<file path="config.mk">
export PLATFORM = sky130hd
export DESIGN_NAME = spp_port
export DESIGN_NICKNAME = d
export VERILOG_FILES = /design/src/design/spp_pkg.sv /design/src/design/spp_port.sv
export SDC_FILE = /design/constraint.sdc
export NUM_CORES = 1
export LEC_CHECK = 0
export ABC_AREA = 1
export BUFFER_PORTS_ARGS = -buffer_cell sky130_fd_sc_hd__clkbuf_2
export CORE_UTILIZATION = 45
export DETAILED_ROUTE_END_ITERATION = 12
export SYNTH_ARGS = -nofsm -noshare
export SYNTH_HDL_FRONTEND = slang
export SYNTH_SLANG_ARGS = --single-unit
</file>
<file path="constraint.sdc">
create_clock -name core_clk -period 2.6 [get_ports core_clk]
set_input_delay 0.52 -clock core_clk [delete_from_list [all_inputs] [get_ports core_clk]]
set_output_delay 0.52 -clock core_clk [all_outputs]
set_load 0.05 [all_outputs]
</file>
<file path="src/design/spp_pkg.sv">
`default_nettype none
package spp_pkg;
    localparam logic [1:0] CTRL_ADDR = 2'h0;
    localparam logic [1:0] STAT_ADDR = 2'h1;
    localparam logic [1:0] DATA_ADDR = 2'h2;
    localparam int IRQ_EN_BIT = 7;
    localparam int PORT_EN_BIT = 6;
    localparam int LSB_FIRST_BIT = 5;
    localparam int MASTER_BIT = 4;
    localparam int CLOCK_IDLE_LEVEL_BIT = 3;
    localparam int CLOCK_SAMPLE_PHASE_BIT = 2;
    localparam int RATE_HI_BIT = 1;
    localparam int RATE_LO_BIT = 0;
    localparam int DONE_BIT = 7;
    localparam int WRITE_COLLISION_FLAG_BIT = 6;
    localparam int DOUBLE_BIT = 0;
    localparam logic [7:0] CTRL_RESET = 8'h00;
    // SCK divisors in core_clk cycles per SCK period
    localparam logic [7:0] DIV_N0 = 8'h04;
    localparam logic [7:0] DIV_N1 = 8'h10;
    localparam logic [7:0] DIV_N2 = 8'h40;
    localparam logic [7:0] DIV_N3 = 8'h80;
    localparam logic [7:0] DIV_D0 = 8'h02;
    localparam logic [7:0] DIV_D1 = 8'h08;
    localparam logic [7:0] DIV_D2 = 8'h20;
    localparam logic [7:0] DIV_D3 = 8'h40;
    localparam logic [3:0] LAST_EDGE = 4'hF;
    localparam logic [3:0] LAST_SAMPLE = 4'h7;
endpackage
`default_nettype wire

</file>
<file path="src/design/spp_port.sv">
// Overview of operation
// - Slave with select low is active; MISO driven only if set as output.
// - Slave with select high stays passive and takes no data.
// - Select rising in slave role resets counter and drops partial byte.
// - Master with select pin as output ignores that pin.
// - Select low as input in master role clears master bit, pins input.
// - That forced drop also sets the transfer done flag.
// - Interrupt requested when done flag, enable bit 7, global enable.
// - No serial operation unless enable bit 6 is one.
// - Bit 5 one shifts LSB first, zero shifts MSB first.
// - Bit 4 picks master role; all control bits reset to zero.
// - Polarity bit sets SCK idle level and edge directions.
// - Phase zero samples on leading edge, one on trailing edge.
// - Master SCK is fosc over 4/16/64/128, or 2/8/32/64 doubled.
// - Done flag, status bit 7, sets when a byte completes.
// - Done flag clears when its interrupt vector runs.
// - Done flag clears on status read with flag, then data access.
// - Collision flag, status bit 6, sets on data write mid-transfer.
// - Status read with collision set, then data access, clears both.
// - Data write starts a transfer; data read returns receive buffer.
// - Shift out and latch in on opposite edges; modes 0 to 3.
// - Master write starts clock, shifts eight bits, stops, sets done.
// - Transmit single buffered, receive double; unread byte is lost.
// - Slave with select high keeps MISO released.
`timescale 1ns/1ps
`default_nettype none
module spp_port (
    input wire logic core_clk,
    input wire logic rst,
    input wire logic [1:0] addr,
    input wire logic [7:0] wdata,
    input wire logic wr_en,
    input wire logic rd_en,
    output logic [7:0] rdata,
    input wire logic global_irq_en,
    input wire logic irq_ack,
    output logic irq_req,
    input wire logic ss_is_output,
    input wire logic mosi_dir_out,
    input wire logic miso_dir_out,
    input wire logic sck_dir_out,
    input wire logic ss_in,
    input wire logic sck_in,
    output logic sck_out,
    output logic sck_oe,
    input wire logic mosi_in,
    output logic mosi_out,
    output logic mosi_oe,
    input wire logic miso_in,
    output logic miso_out,
    output logic miso_oe
);
    function automatic logic head_bit(input logic [7:0] v,
                                      input logic lsb);
        head_bit = lsb ? v[0] : v[7];
    endfunction

    function automatic logic [6:0] half_cyc(input logic dbl,
                                           input logic [1:0] sel);
        logic [7:0] d;
        d = spp_pkg::DIV_N0;
        case ({dbl, sel})
            3'h0: d = spp_pkg::DIV_N0;
            3'h1: d = spp_pkg::DIV_N1;
            3'h2: d = spp_pkg::DIV_N2;
            3'h3: d = spp_pkg::DIV_N3;
            3'h4: d = spp_pkg::DIV_D0;
            3'h5: d = spp_pkg::DIV_D1;
            3'h6: d = spp_pkg::DIV_D2;
            default: d = spp_pkg::DIV_D3;
        endcase
        half_cyc = d[7:1];
    endfunction

    logic [7:0] ctrl_reg, ctrl_next;
    logic dbl_reg, done_reg, write_collision_flag_reg, arm_reg;
    logic [7:0] shift_reg, rx_reg, rdata_reg, rd_mux;
    logic out_bit_reg, busy_reg, sck_lvl_reg, irq_reg;
    logic [6:0] div_cnt_reg;
    logic [3:0] edge_cnt_reg, samp_cnt_reg;
    logic [1:0] sck_sy_reg, mosi_sy_reg, miso_sy_reg, ss_sy_reg;
    logic sck_prev_reg, ss_prev_reg;
    logic sck_oe_reg, mosi_oe_reg, miso_oe_reg;

    always_ff @(posedge core_clk) begin
        if (rst) begin
            sck_sy_reg <= 2'h0;
            mosi_sy_reg <= 2'h0;
            miso_sy_reg <= 2'h0;
            ss_sy_reg <= 2'h3;
            sck_prev_reg <= 1'h0;
            ss_prev_reg <= 1'h1;
        end else begin
            sck_sy_reg <= {sck_sy_reg[0], sck_in};
            mosi_sy_reg <= {mosi_sy_reg[0], mosi_in};
            miso_sy_reg <= {miso_sy_reg[0], miso_in};
            ss_sy_reg <= {ss_sy_reg[0], ss_in};
            sck_prev_reg <= sck_sy_reg[1];
            ss_prev_reg <= ss_sy_reg[1];
        end
    end

    wire en = ctrl_reg[spp_pkg::PORT_EN_BIT];
    wire master_select = ctrl_reg[spp_pkg::MASTER_BIT];
    wire clock_idle_level = ctrl_reg[spp_pkg::CLOCK_IDLE_LEVEL_BIT];
    wire clock_sample_phase = ctrl_reg[spp_pkg::CLOCK_SAMPLE_PHASE_BIT];
    wire lsb = ctrl_reg[spp_pkg::LSB_FIRST_BIT];
    wire ss_lvl = ss_sy_reg[1];
    wire sck_lvl = sck_sy_reg[1];

    wire wr_ctrl = wr_en && addr == spp_pkg::CTRL_ADDR;
    wire wr_stat = wr_en && addr == spp_pkg::STAT_ADDR;
    wire wr_data = wr_en && addr == spp_pkg::DATA_ADDR;
    wire rd_stat = rd_en && addr == spp_pkg::STAT_ADDR;
    wire rd_data = rd_en && addr == spp_pkg::DATA_ADDR;
    wire data_acc = wr_data || rd_data;

    wire slave_act = en && !master_select && !ss_lvl;
    wire ss_rise = en && !master_select && ss_lvl && !ss_prev_reg;
    // Select pin only matters to a master when it is an input
    wire fault = en && master_select && !ss_is_output && !ss_lvl;
    wire xfer_act = busy_reg || (slave_act && samp_cnt_reg != 4'h0);
    wire write_collision_flag_set = wr_data && xfer_act;
    wire wr_ok = wr_data && !xfer_act;
    wire start = wr_ok && en && master_select && !fault;

    wire [6:0] half = half_cyc(dbl_reg,
        ctrl_reg[spp_pkg::RATE_HI_BIT:spp_pkg::RATE_LO_BIT]);
    wire tick = busy_reg && div_cnt_reg == half - 7'h01;
    wire m_lead = tick && sck_lvl_reg == clock_idle_level;
    wire m_trail = tick && sck_lvl_reg != clock_idle_level;
    wire s_rise = sck_lvl && !sck_prev_reg;
    wire s_fall = !sck_lvl && sck_prev_reg;
    wire s_lead = slave_act && (clock_idle_level ? s_fall : s_rise);
    wire s_trail = slave_act && (clock_idle_level ? s_rise : s_fall);
    wire lead = m_lead || s_lead;
    wire trail = m_trail || s_trail;
    wire samp = clock_sample_phase ? trail : lead;
    wire setup = clock_sample_phase ? lead : trail;
    wire in_bit = master_select ? miso_sy_reg[1] : mosi_sy_reg[1];
    wire [7:0] shift_nx = lsb ? {in_bit, shift_reg[7:1]}
                              : {shift_reg[6:0], in_bit};
    wire [7:0] shift_keep = samp ? shift_nx : shift_reg;
    wire s_done = slave_act && samp && samp_cnt_reg == spp_pkg::LAST_SAMPLE;
    wire m_done = tick && edge_cnt_reg == spp_pkg::LAST_EDGE;
    wire complete = s_done || m_done;
    wire data_clr = arm_reg && data_acc;

    always_comb begin
        ctrl_next = wr_ctrl ? wdata : ctrl_reg;
        if (fault)
            ctrl_next[spp_pkg::MASTER_BIT] = 1'h0;
    end

    always_comb begin
        if (addr == spp_pkg::CTRL_ADDR) begin
            rd_mux = ctrl_reg;
        end else if (addr == spp_pkg::STAT_ADDR) begin
            rd_mux = {done_reg, write_collision_flag_reg, 5'h00, dbl_reg};
        end else if (addr == spp_pkg::DATA_ADDR) begin
            rd_mux = rx_reg;
        end else begin
            rd_mux = 8'h00;
        end
    end

    always_ff @(posedge core_clk) begin
        if (rst) begin
            ctrl_reg <= spp_pkg::CTRL_RESET;
            dbl_reg <= 1'h0;
            rdata_reg <= 8'h00;
        end else begin
            ctrl_reg <= ctrl_next;
            if (wr_stat)
                dbl_reg <= wdata[spp_pkg::DOUBLE_BIT];
            rdata_reg <= rd_en ? rd_mux : 8'h00;
        end
    end

    // Set beats a clear landing in the same cycle
    always_ff @(posedge core_clk) begin
        if (rst) begin
            done_reg <= 1'h0;
            write_collision_flag_reg <= 1'h0;
            arm_reg <= 1'h0;
            irq_reg <= 1'h0;
        end else begin
            done_reg <= (done_reg && !(irq_ack || data_clr))
                || complete || fault;
            write_collision_flag_reg <= (write_collision_flag_reg && !data_clr) || write_collision_flag_set;
            if (rd_stat)
                arm_reg <= done_reg || write_collision_flag_reg;
            else if (data_acc)
                arm_reg <= 1'h0;
            irq_reg <= done_reg && global_irq_en
                && ctrl_reg[spp_pkg::IRQ_EN_BIT];
        end
    end

    always_ff @(posedge core_clk) begin
        if (rst) begin
            busy_reg <= 1'h0;
            div_cnt_reg <= 7'h00;
            edge_cnt_reg <= 4'h0;
            sck_lvl_reg <= 1'h0;
        end else begin
            if (fault || !en)
                busy_reg <= 1'h0;
            else if (start)
                busy_reg <= 1'h1;
            else if (m_done)
                busy_reg <= 1'h0;
            div_cnt_reg <= (!busy_reg || tick) ? 7'h00
                : div_cnt_reg + 7'h01;
            if (!busy_reg)
                edge_cnt_reg <= 4'h0;
            else if (tick)
                edge_cnt_reg <= edge_cnt_reg + 4'h1;
            if (!busy_reg || fault)
                sck_lvl_reg <= clock_idle_level;
            else if (tick)
                sck_lvl_reg <= !sck_lvl_reg;
        end
    end

    always_ff @(posedge core_clk) begin
        if (rst) begin
            shift_reg <= 8'h00;
            rx_reg <= 8'h00;
            samp_cnt_reg <= 4'h0;
            out_bit_reg <= 1'h0;
        end else begin
            if (wr_ok)
                shift_reg <= wdata;
            else if (ss_rise)
                shift_reg <= 8'h00;
            else if (samp)
                shift_reg <= shift_nx;
            if (complete)
                rx_reg <= shift_keep;
            if (complete || fault || (!busy_reg && !slave_act))
                samp_cnt_reg <= 4'h0;
            else if (samp)
                samp_cnt_reg <= samp_cnt_reg + 4'h1;
            if (wr_ok)
                out_bit_reg <= head_bit(wdata, lsb);
            else if (ss_rise)
                out_bit_reg <= 1'h0;
            else if (setup)
                out_bit_reg <= head_bit(shift_reg, lsb);
        end
    end

    always_ff @(posedge core_clk) begin
        if (rst) begin
            sck_oe_reg <= 1'h0;
            mosi_oe_reg <= 1'h0;
            miso_oe_reg <= 1'h0;
        end else begin
            sck_oe_reg <= en && master_select && !fault && sck_dir_out;
            mosi_oe_reg <= en && master_select && !fault && mosi_dir_out;
            miso_oe_reg <= slave_act && miso_dir_out;
        end
    end

    assign rdata = rdata_reg;
    assign irq_req = irq_reg;
    assign sck_out = sck_lvl_reg;
    assign sck_oe = sck_oe_reg;
    assign mosi_out = out_bit_reg;
    assign mosi_oe = mosi_oe_reg;
    assign miso_out = out_bit_reg;
    assign miso_oe = miso_oe_reg;
endmodule
`default_nettype wire

</file>
==> metrics.txt, run 1 <==
status finished clean; Clock Skew roughly 0.0065 ns; Avg Cell Area, Syn 6.959 um^2; ys async rst share 0%; H-Tree Level Count 3; Antenna Nets Post-Route 0; Reg2Reg Setup Slack 0.21 ns; Yosys warning count 0; share of post-route cells with drive strength above 1 a little under a fifth; nature of the critical path startpoint register; fin nets 557; clock power share 39.5%; Die W 88.52 um; via count of the first global-routing pass 2638; f_max 0.4193 GHz; first-pass GRT wire length roughly 13000 um; ANT cells 0; I/O pins 39; depth of the worst hold-timing path 3; Post-Place Worst Slack 0.04560 ns; FF-to-FF Start ctrl_reg[0]; clk_lat worst skew between 0.3 and 0.4 ns; Netlist cell types 36; Post-Syn Instances ~480; Core Util, Final 54.05%; Yosys top cell by area dfxtp_1; register area share after synthesis 40.42%; routed len/inst 12.72 um; Max Cap Viol 0; DR vias/cell 4.810; Detailed Route WL roughly 8000 um; # setup viols final 0; fin. max-slew vios 0; peak supply drop 0.4155 mV; core area 0.007253 mm^2; Port Buf Inserts 38; final hold violations 0; sequential power share between 40% and 50%; CTS tree yes; drt first pass iters 5; CTS sink count 68; Power Dens Cells about 560 mW/mm^2; number of antenna violations at the first check in global routing 0; via count between 3000 and 4000; hold path startpoint miso_in; HPWL Detailed 5783 um; Syn-to-layout area delta 16.38%; Slew @ Worst Pin 0.6526 ns; worst path arrival time between 2 and 3 ns; slack of the critical path 0.2150 ns; Slew headroom 56.16%; Net Count, Synth 513; Sw Ratio 26.55%; Max Buffers Root-to-Sink 2; commonest cells in the netlist nand2_1, inv_1, dfxtp_1, nor2_1, nand3_1; DR iter-0 viols approximately 180; DIE AREA 0.007835 mm^2; internal power 1615 uW; LEAKAGE 0.001789 uW; Req. time, crit path 2.85 ns; global-route usage over all layers a little over a fifth; critical setup path kind register to register; Post-synth EDFFs 0; crit end category register; top-area cell type share of the netlist area between 40% and 50%; die height 88.52 um; worst r2r dst rx_reg[5]; DRC 0; RePlAce Congestion approximately 0.93; Core Rows 31; clk slew on worst S/H paths 0.07 ns; initial core utilization a little under half; largest net degree at the start of global routing 24; total CTS buffers 9; Hold Crit Class input pin to register; Area contributors post-synth dfxtp_1, nand2_1, inv_1; synthesized area 0.003368 mm^2; Clock Root Buffer clkbuf_8; main flop type after synthesis dfxtp_1; most frequent cell after synthesis nand2_1; Reg2Reg Depth 17; Comb power frac 10.9%; Worst Path Max Fanout 9; WHS Endpoint miso_sy_reg[0]; fin crit period 2.385 ns; #FFs+latches synth 68; Sw Pwr 583.6 uW; total grt overflow 0; final period utilization 91.73%
==> kinds of logic (layout without fill, tap and decap cells) <==
family,after synthesis,after routing,share of synthesized area (%)
compound gates,67,67,10.55
xor+xnor,10,10,2.600
fa+ha+maj,5,5,1.857
buf+inv,98,145,11.92
flops,68,68,40.42
simple gates,236,237,32.65
==> routing by layer <==
layer	routed length (um)	share of wire (%)	GRT usage, %
met5	0	0	0
met1	3949	49	29.93
met4	119	1.5	9.384
met3	385	4.8	4.104
met2	3573	45	32.73
==> cell usage in the layout (no fill, tap or decap), types with 2 or more instances in the layout <==
master      synthesis  layout
dfxtp_1            68      68
buf_4               3       5
inv_1              73      73
nand4_2             3       3
xnor2_1             5       5
nor3b_1             4       4
a21oi_1            28      28
nand4_1             3       3
clkbuf_2            0      38
ha_1                5       5
inv_2               8       8
clkinvlp_4          0       2
o21ai_1             2       2
or2_2               2       2
o21ai_0            30      30
nor3_1              6       6
nor2_2             10       8
nand2_2             9       8
buf_12              0       2
nand3_1            41      41
nand2_4             1       2
clkbuf_8            0      10
nand2_1           103     103
clkinv_1            4       4
nor2_1             47      47
nor2_4              1       3
nand3_4             1       3
xor2_1              5       5
==> critical path, cell delays in order, from the launching register on <==
cell     delay [ns]
dfxtp_1        0.38
nor2_4         0.17
nand2_2        0.07
ha_1           0.30
nand2_1        0.06
inv_1          0.04
nor2_1         0.07
nand2_1        0.06
nor2_1         0.11
nand3_2        0.09
nor2_4         0.13
nand2_2        0.11
nor2_4         0.18
nand4_4        0.18
nand2_4        0.17
nand2_1        0.07
inv_1          0.07
nor2_2         0.03
==> through the flow <==
stage          power, uW  setup TNS (ns)  instance area, um^2  instances  hold WS [ns]
2_1_floorplan       1274               0                 3368        484        0.3883
5_1_grt             2299       -0.007240                 3920        631        0.3437
3_5_place_dp        1341               0                 3637        613        0.3971
3_3_place_gp        1340               0                 3637        613        0.3957
6_report            2198               0                 3920        631        0.3517
4_1_cts             2210               0                 3829        628        0.3376
==> area by class of cell <==
class                           instances  area (um^2)
Fill cell                             744         3333
Tap cell                               99        123.9
Clock buffer                           11        141.4
Inverter                               85        319.1
Sequential cell                        68         1361
Timing Repair Buffer                   45        267.8
Clock inverter                          4        50.05
Multi-Input combinational cell        319         1657
==> repair_timing <==
| action | in CTS | in global routing |
|---|---|---|
| resized for setup | 0 | 6 |
| hold buffers | 0 | 0 |
| setup endpoints to repair | 0 | 22 |
| setup buffers | 0 | 2 |
==> worst max path at each step <==
stage | depth (start not counted) | slack [ns] | end | from
after detailed placement | 17 | 0.05 | rx_reg[5] | ctrl_reg[0]
final | 17 | 0.21 | rx_reg[5] | ctrl_reg[0]
after CTS | 17 | 0.03 | rx_reg[5] | ctrl_reg[0]
after global placement | 17 | 0.12 | rx_reg[1] | ctrl_reg[0]
after global routing | 17 | -0.007 | rx_reg[5] | ctrl_reg[0]
after floorplan | 19 | 0.38 | rx_reg[1] | ctrl_reg[1]
==> power groups by stage <==
stage	Combinational, uW	Clock (uW)	Sequential [uW]
6_report	239	869	1090
5_1_grt	268	938	1090
4_1_cts	229	893	1090
3_5_place_dp	228	0	1110
3_3_place_gp	227	0	1110
2_1_floorplan	163	0	1110
Note: power is estimated with default switching activity, not from simulation.
==> run 2: changes to the inputs <==
CORE_UTILIZATION = 55   (was 45)
PLACE_DENSITY = 0.76   (was not set)
==> metrics.txt, run 2 (synthesized netlist as in run 1, its figures left out) <==
Slew headroom 53.88% (-2.3 points); final period utilization 99.07% (+7.3 points); Req. time, crit path 2.89 ns (+0.04 ns); via count of the first global-routing pass 2840 (+7.7%); # setup viols final 0 (unchanged); Antenna Nets Post-Route 0 (unchanged); Port Buf Inserts 38 (unchanged); setup TNS 0 ns (unchanged); H-Tree Level Count 3 (unchanged); clk slew on worst S/H paths 0.07 ns (about the same); final hold violations 0 (unchanged); number of antenna violations at the first check in global routing 0 (unchanged); initial core utilization 56.89% (+10 points); ANT cells 0 (unchanged); Clock Root Buffer clkbuf_8; FF-to-FF Start ctrl_reg[0]; clock power share 41.7% (+2.2 points); Worst Path Max Fanout 13 (+4); via count 3278 (+8.0%); status finished clean; first-pass GRT wire length 13090 um (+3.7%); worst path arrival time 2.87 ns (+0.23 ns); total grt overflow 0 (unchanged); DRC 0 (unchanged); HPWL Detailed 5744 um (-0.67%); DR vias/cell 5.279 (+9.7%); drt first pass iters 5 (unchanged); core area 0.005921 mm^2 (-18%); Max Cap Viol 0 (unchanged); Hold Buf Count CTS 0 (unchanged); Detailed Route WL 8773 um (+9.3%); Core Rows 28 (-9.7%); Hold Crit Class input pin to register; internal power 1730 uW (+7.1%); largest net degree at the start of global routing 23 (-4.2%); CTS tree yes; critical setup path kind register to register; slack of the critical path 0.02415 ns (-0.1908 ns); f_max 0.3882 GHz (-7.4%); Syn-to-layout area delta 20.77%; Sw Ratio 26.01% (-0.54 points); routed len/inst 14.13 um (+11%); crit end category register; critical path launch point ctrl_reg[0]; most common cell after layout, fill and taps aside nand2_1; Power Dens Cells 574.7 mW/mm^2 (+2.5%); RePlAce Congestion 0.8949 (-4.0%); nature of the critical path startpoint register; global-route usage over all layers 27.37% (+5.8 points); DR iter-0 viols 268 (+52%); sequential power share 46.7% (-2.9 points); Comb power frac 11.6% (+0.7 points); DIE AREA 0.006441 mm^2 (-18%); die height 80.26 um (-9.3%); fin crit period 2.576 ns (+0.1908 ns); WHS 0.3516 ns (-0.00002100 ns); clk_lat worst skew 0.35 ns (about the same); most frequent cells in the layout nand2_1, inv_1, dfxtp_1; dpl cells 588 (-4.1%); fin nets 570 (+2.3%); CTS sink count 68 (unchanged); Clock Skew 0.008147 ns (+0.001628 ns); total CTS buffers 9 (unchanged); Sw Pwr 607.9 uW (+4.2%); post-route insts no fill 621 (-1.6%); Total Power 2338 uW (+6.3%); peak supply drop 0.4182 mV (+0.63%); Reg2Reg Setup Slack 0.02 ns (-0.19 ns); Die W 80.26 um (-9.3%); hold path startpoint miso_in; fin. max-slew vios 0 (unchanged); I/O pins 39 (unchanged); Slew @ Worst Pin 0.6909 ns (+0.03825 ns); LEAKAGE 0.001880 uW (+5.1%); share of post-route cells with drive strength above 1 21.43% (+3.0 points); Max Buffers Root-to-Sink 2 (unchanged); Post-Place Worst Slack 0.04062 ns (-0.004979 ns)
-- run 2: changes by cell type in the layout (fill, tap and decap cells not counted), moves of 2 or more --
cell / before / now
buf_4: 5 / 16
dfxtp_2: 0 / 2
nand3_2: 1 / 4
dfxtp_1: 68 / 65
nand4_2: 3 / 1
nand4_4: 1 / 3
-- run 2: final timing paths --
kind                    end  cells past startpoint
min          miso_sy_reg[0]                      3
max               rx_reg[7]                     17
max reg2reg       rx_reg[7]                     17
min reg2reg  miso_sy_reg[1]                      2
-- run 2: cell type report --
cell class              count  area (um^2)
clock buffers              12        145.1
clock inverters             4        72.57
fillers                   503         1853
inverters                  85        319.1
multi-input cells         322         1739
flip-flops and latches     68         1368
well taps                  75        93.84
repair buffers             55        330.3
-- run 2: layer usage --
| layer | track usage, % | up-vias | wire [um] |
|---|---|---|---|
| met5 | 0 | - | 0 |
| met4 | 14.11 | 0 | 373 |
| met3 | 6.136 | 38 | 633 |
| met2 | 43.93 | 138 | 4109 |
| met1 | 34.17 | 1456 | 3657 |
| li1 | - | 1646 | - |
-- run 2: power groups by stage --
stage	sequential, uW	clock [uW]	combinational, uW
3_3_place_gp	1110	0	222
6_report	1090	975	272
3_5_place_dp	1110	0	226
5_1_grt	1090	1030	300
2_1_floorplan	1110	0	163
4_1_cts	1090	982	232
-- run 2: metrics by stage --
step | util (%) | instance area [um^2]
CTS | 64.96 | 3846
global placement | 60.80 | 3600
global route | 68.70 | 4068
detailed placement | 60.80 | 3600
finish | 68.70 | 4068
floorplan | - | 3368
-- run 2: critical path: stages (launching register included) --
cell      delay [ns]
dfxtp_4         0.37
nor2_4          0.12
nand2_1         0.11
ha_4            0.28
nor2_1          0.04
nor2_1          0.09
nand2_1         0.07
nor2_2          0.17
nand3_2         0.12
nor2_4          0.22
nand4_4         0.13
nand3_4         0.18
nand2_8         0.13
nand2_1         0.15
nand2_1         0.11
nand2_1         0.09
clkinv_1        0.06
nor2_1          0.07
-- run 2: timing repair --
item / 4_1_cts / 5_1_grt
endpoints found under the hold margin: 0 / 0
setup buffers: 0 / 13
setup endpoints to repair: 10 / 23
resized for setup: 4 / 14
cloned: 0 / 4
pin swaps: 0 / 8
==> run 3: changes to the inputs <==
CELL_PAD_IN_SITES_DETAIL_PLACEMENT = 0   (was not set)
CELL_PAD_IN_SITES_GLOBAL_PLACEMENT = 1   (was not set)
CORE_UTILIZATION = 42   (was 55)
PLACE_DENSITY = not set   (was 0.76)
PLACE_DENSITY_LB_ADDON = 0.1   (was not set)
REMOVE_ABC_BUFFERS = 1   (was not set)
==> metrics.txt, run 3 (synthesized netlist as in run 1, its figures left out) <==
via count of the first global-routing pass 2965 (+4.4%); DIE AREA 0.008381 mm^2 (+30%); critical setup path kind register to register; WHS Endpoint ss_sy_reg[0]; area occupied by multi-input gates 0.001644 mm^2 (-5.5%); CTS sink count 68 (unchanged); depth of the worst hold-timing path 2 (-1); routed len/inst 12.74 um (-9.8%); DR iter-0 viols 87 (-68%); H-Tree Level Count 3 (unchanged); RSZ-0062 raised after global routing no; most frequent cells in the layout nand2_1, inv_1, dfxtp_1; hold path startpoint ss_in; post-route insts no fill 638 (+2.7%); CTS tree yes; total grt overflow 0 (unchanged); # fillers 826 (+64%); f_max 0.4215 GHz (+8.6%); Die W 91.55 um (+14%); fin nets 560 (-1.8%); share of post-route cells with drive strength above 1 19.03% (-2.4 points); Max Buffers Root-to-Sink 2 (unchanged); Reg2Reg Depth 18 (+1); number of antenna violations at the first check in global routing 0 (unchanged); Port Buf Inserts 38 (unchanged); dpl cells 619 (+5.3%); HPWL Detailed 6200 um (+7.9%); Antenna Nets Post-Route 0 (unchanged); die height 91.55 um (+14%); fin. max-slew vios 0 (unchanged); Detailed Route WL 8131 um (-7.3%); FF-to-FF Start ctrl_reg[0]; total CTS buffers 9 (unchanged); Total Power 2198 uW (-6.0%); drt first pass iters 4 (-1); first-pass GRT wire length 13700 um (+4.6%); Slew @ Worst Pin 0.6675 ns (-0.02337 ns); largest net degree at the start of global routing 23 (unchanged); final period utilization 91.24% (-7.8 points); Hold Crit Class input pin to register; fin crit period 2.372 ns (-0.2035 ns); clk_lat worst skew 0.34 ns (about the same); DRC 0 (unchanged); Clock Root Buffer clkbuf_8; core area 0.007727 mm^2 (+31%); Reg2Reg Setup Slack 0.23 ns (+0.20 ns); I/O pins 39 (unchanged); RePlAce Congestion 0.8516 (-4.8%); critical path launch point ctrl_reg[0]; final hold violations 0 (unchanged); setup TNS 0 ns (unchanged); Clock Skew 0.01188 ns (+0.003734 ns); Slew headroom 55.44% (+1.6 points); Core Rows 32 (+14%); Syn-to-layout area delta 17.05%; Power Dens Cells 557.6 mW/mm^2 (-3.0%); most common cell after layout, fill and taps aside nand2_1; Worst Path Max Fanout 10 (-3); status finished clean; worst path arrival time 2.61 ns (-0.26 ns); DR vias/cell 4.718 (-11%); nature of the critical path startpoint register; Req. time, crit path 2.84 ns (-0.05 ns); clk slew on worst S/H paths 0.07 ns (about the same); crit end category register; sequential cell area 0.001361 mm^2 (-0.46%); initial core utilization 43.59% (-13 points); peak supply drop 0.2929 mV (-30%); Max Cap Viol 0 (unchanged); # setup viols final 0 (unchanged); global-route usage over all layers 21.27% (-6.1 points); ANT cells 0 (unchanged); worst r2r dst rx_reg[2]; LEAKAGE 0.001804 uW (-4.1%); Hold Buf Count CTS 0 (unchanged); via count 3010 (-8.2%)
==> run 3: worst max-delay path, stage by stage (launching register included) <==
cell and delay (ns):
dfxtp_1 0.38, nor2_4 0.16, nand2_2 0.07, ha_1 0.30, nand2_1 0.06, inv_1 0.03
nor2_1 0.07, nand2_1 0.06, nor2_1 0.11, nand3_2 0.10, nor2_4 0.13, nand4_2 0.14
nand3_4 0.15, buf_12 0.14, nand3_1 0.09, nand2_1 0.12, nand2_1 0.06, inv_1 0.07
nor2_2 0.03
==> run 3: per-stage QoR <==
stage	cell area [um^2]	util, %	setup WS (ns)	hold WS [ns]
2_1_floorplan	3286	-	0.3301	0.3883
3_3_place_gp	3664	47.41	0.1099	0.3930
3_5_place_dp	3664	47.41	0.06274	0.3946
4_1_cts	3856	49.90	0.05293	0.3407
5_1_grt	3943	51.02	0.01556	0.3355
6_report	3943	51.02	0.2277	0.3548
==> run 3: layout make-up <==
| class | instances | share of cell area, % |
|---|---|---|
| Multi-Input combinational cell | 318 | 41.70 |
| Sequential cell | 68 | 34.53 |
| Inverter | 85 | 8.093 |
| Timing Repair Buffer | 49 | 7.553 |
| Clock buffer | 10 | 3.237 |
| Tap cell | 102 | 3.237 |
| Clock inverter | 6 | 1.650 |
==> run 3: power breakdown <==
part / internal (uW) / switching [uW]
logic: 87.2 / 156
registers: 1070 / 23.5
clock network: 443 / 422
total: 1600 / 601
==> run 3: repair_timing <==
item | 4_1_cts | 5_1_grt
setup buffers | 0 | 3
resized for setup | 0 | 6
endpoints found under the setup margin | 0 | 21
==> run 3: how the worst max path moves through the flow <==
| stage | to | slack (ns) | cells past startpoint |
|---|---|---|---|
| floorplan | rx_reg[1] | 0.33 | 17 |
| global placement | rx_reg[1] | 0.11 | 17 |
| detailed placement | rx_reg[2] | 0.06 | 17 |
| CTS | rx_reg[2] | 0.05 | 17 |
| global route | rx_reg[2] | 0.02 | 18 |
| finish | rx_reg[2] | 0.23 | 18 |
==> run 3: metal layers <==
layer  GRT usage (%)  vias to the layer above  share of wire (%)
met3           4.690                        4                3.9
met2           35.34                       51                 46
met4           8.466                        0                1.0
met1           26.60                     1347                 49
li1                -                     1608                  -
met5               0                        -                  0
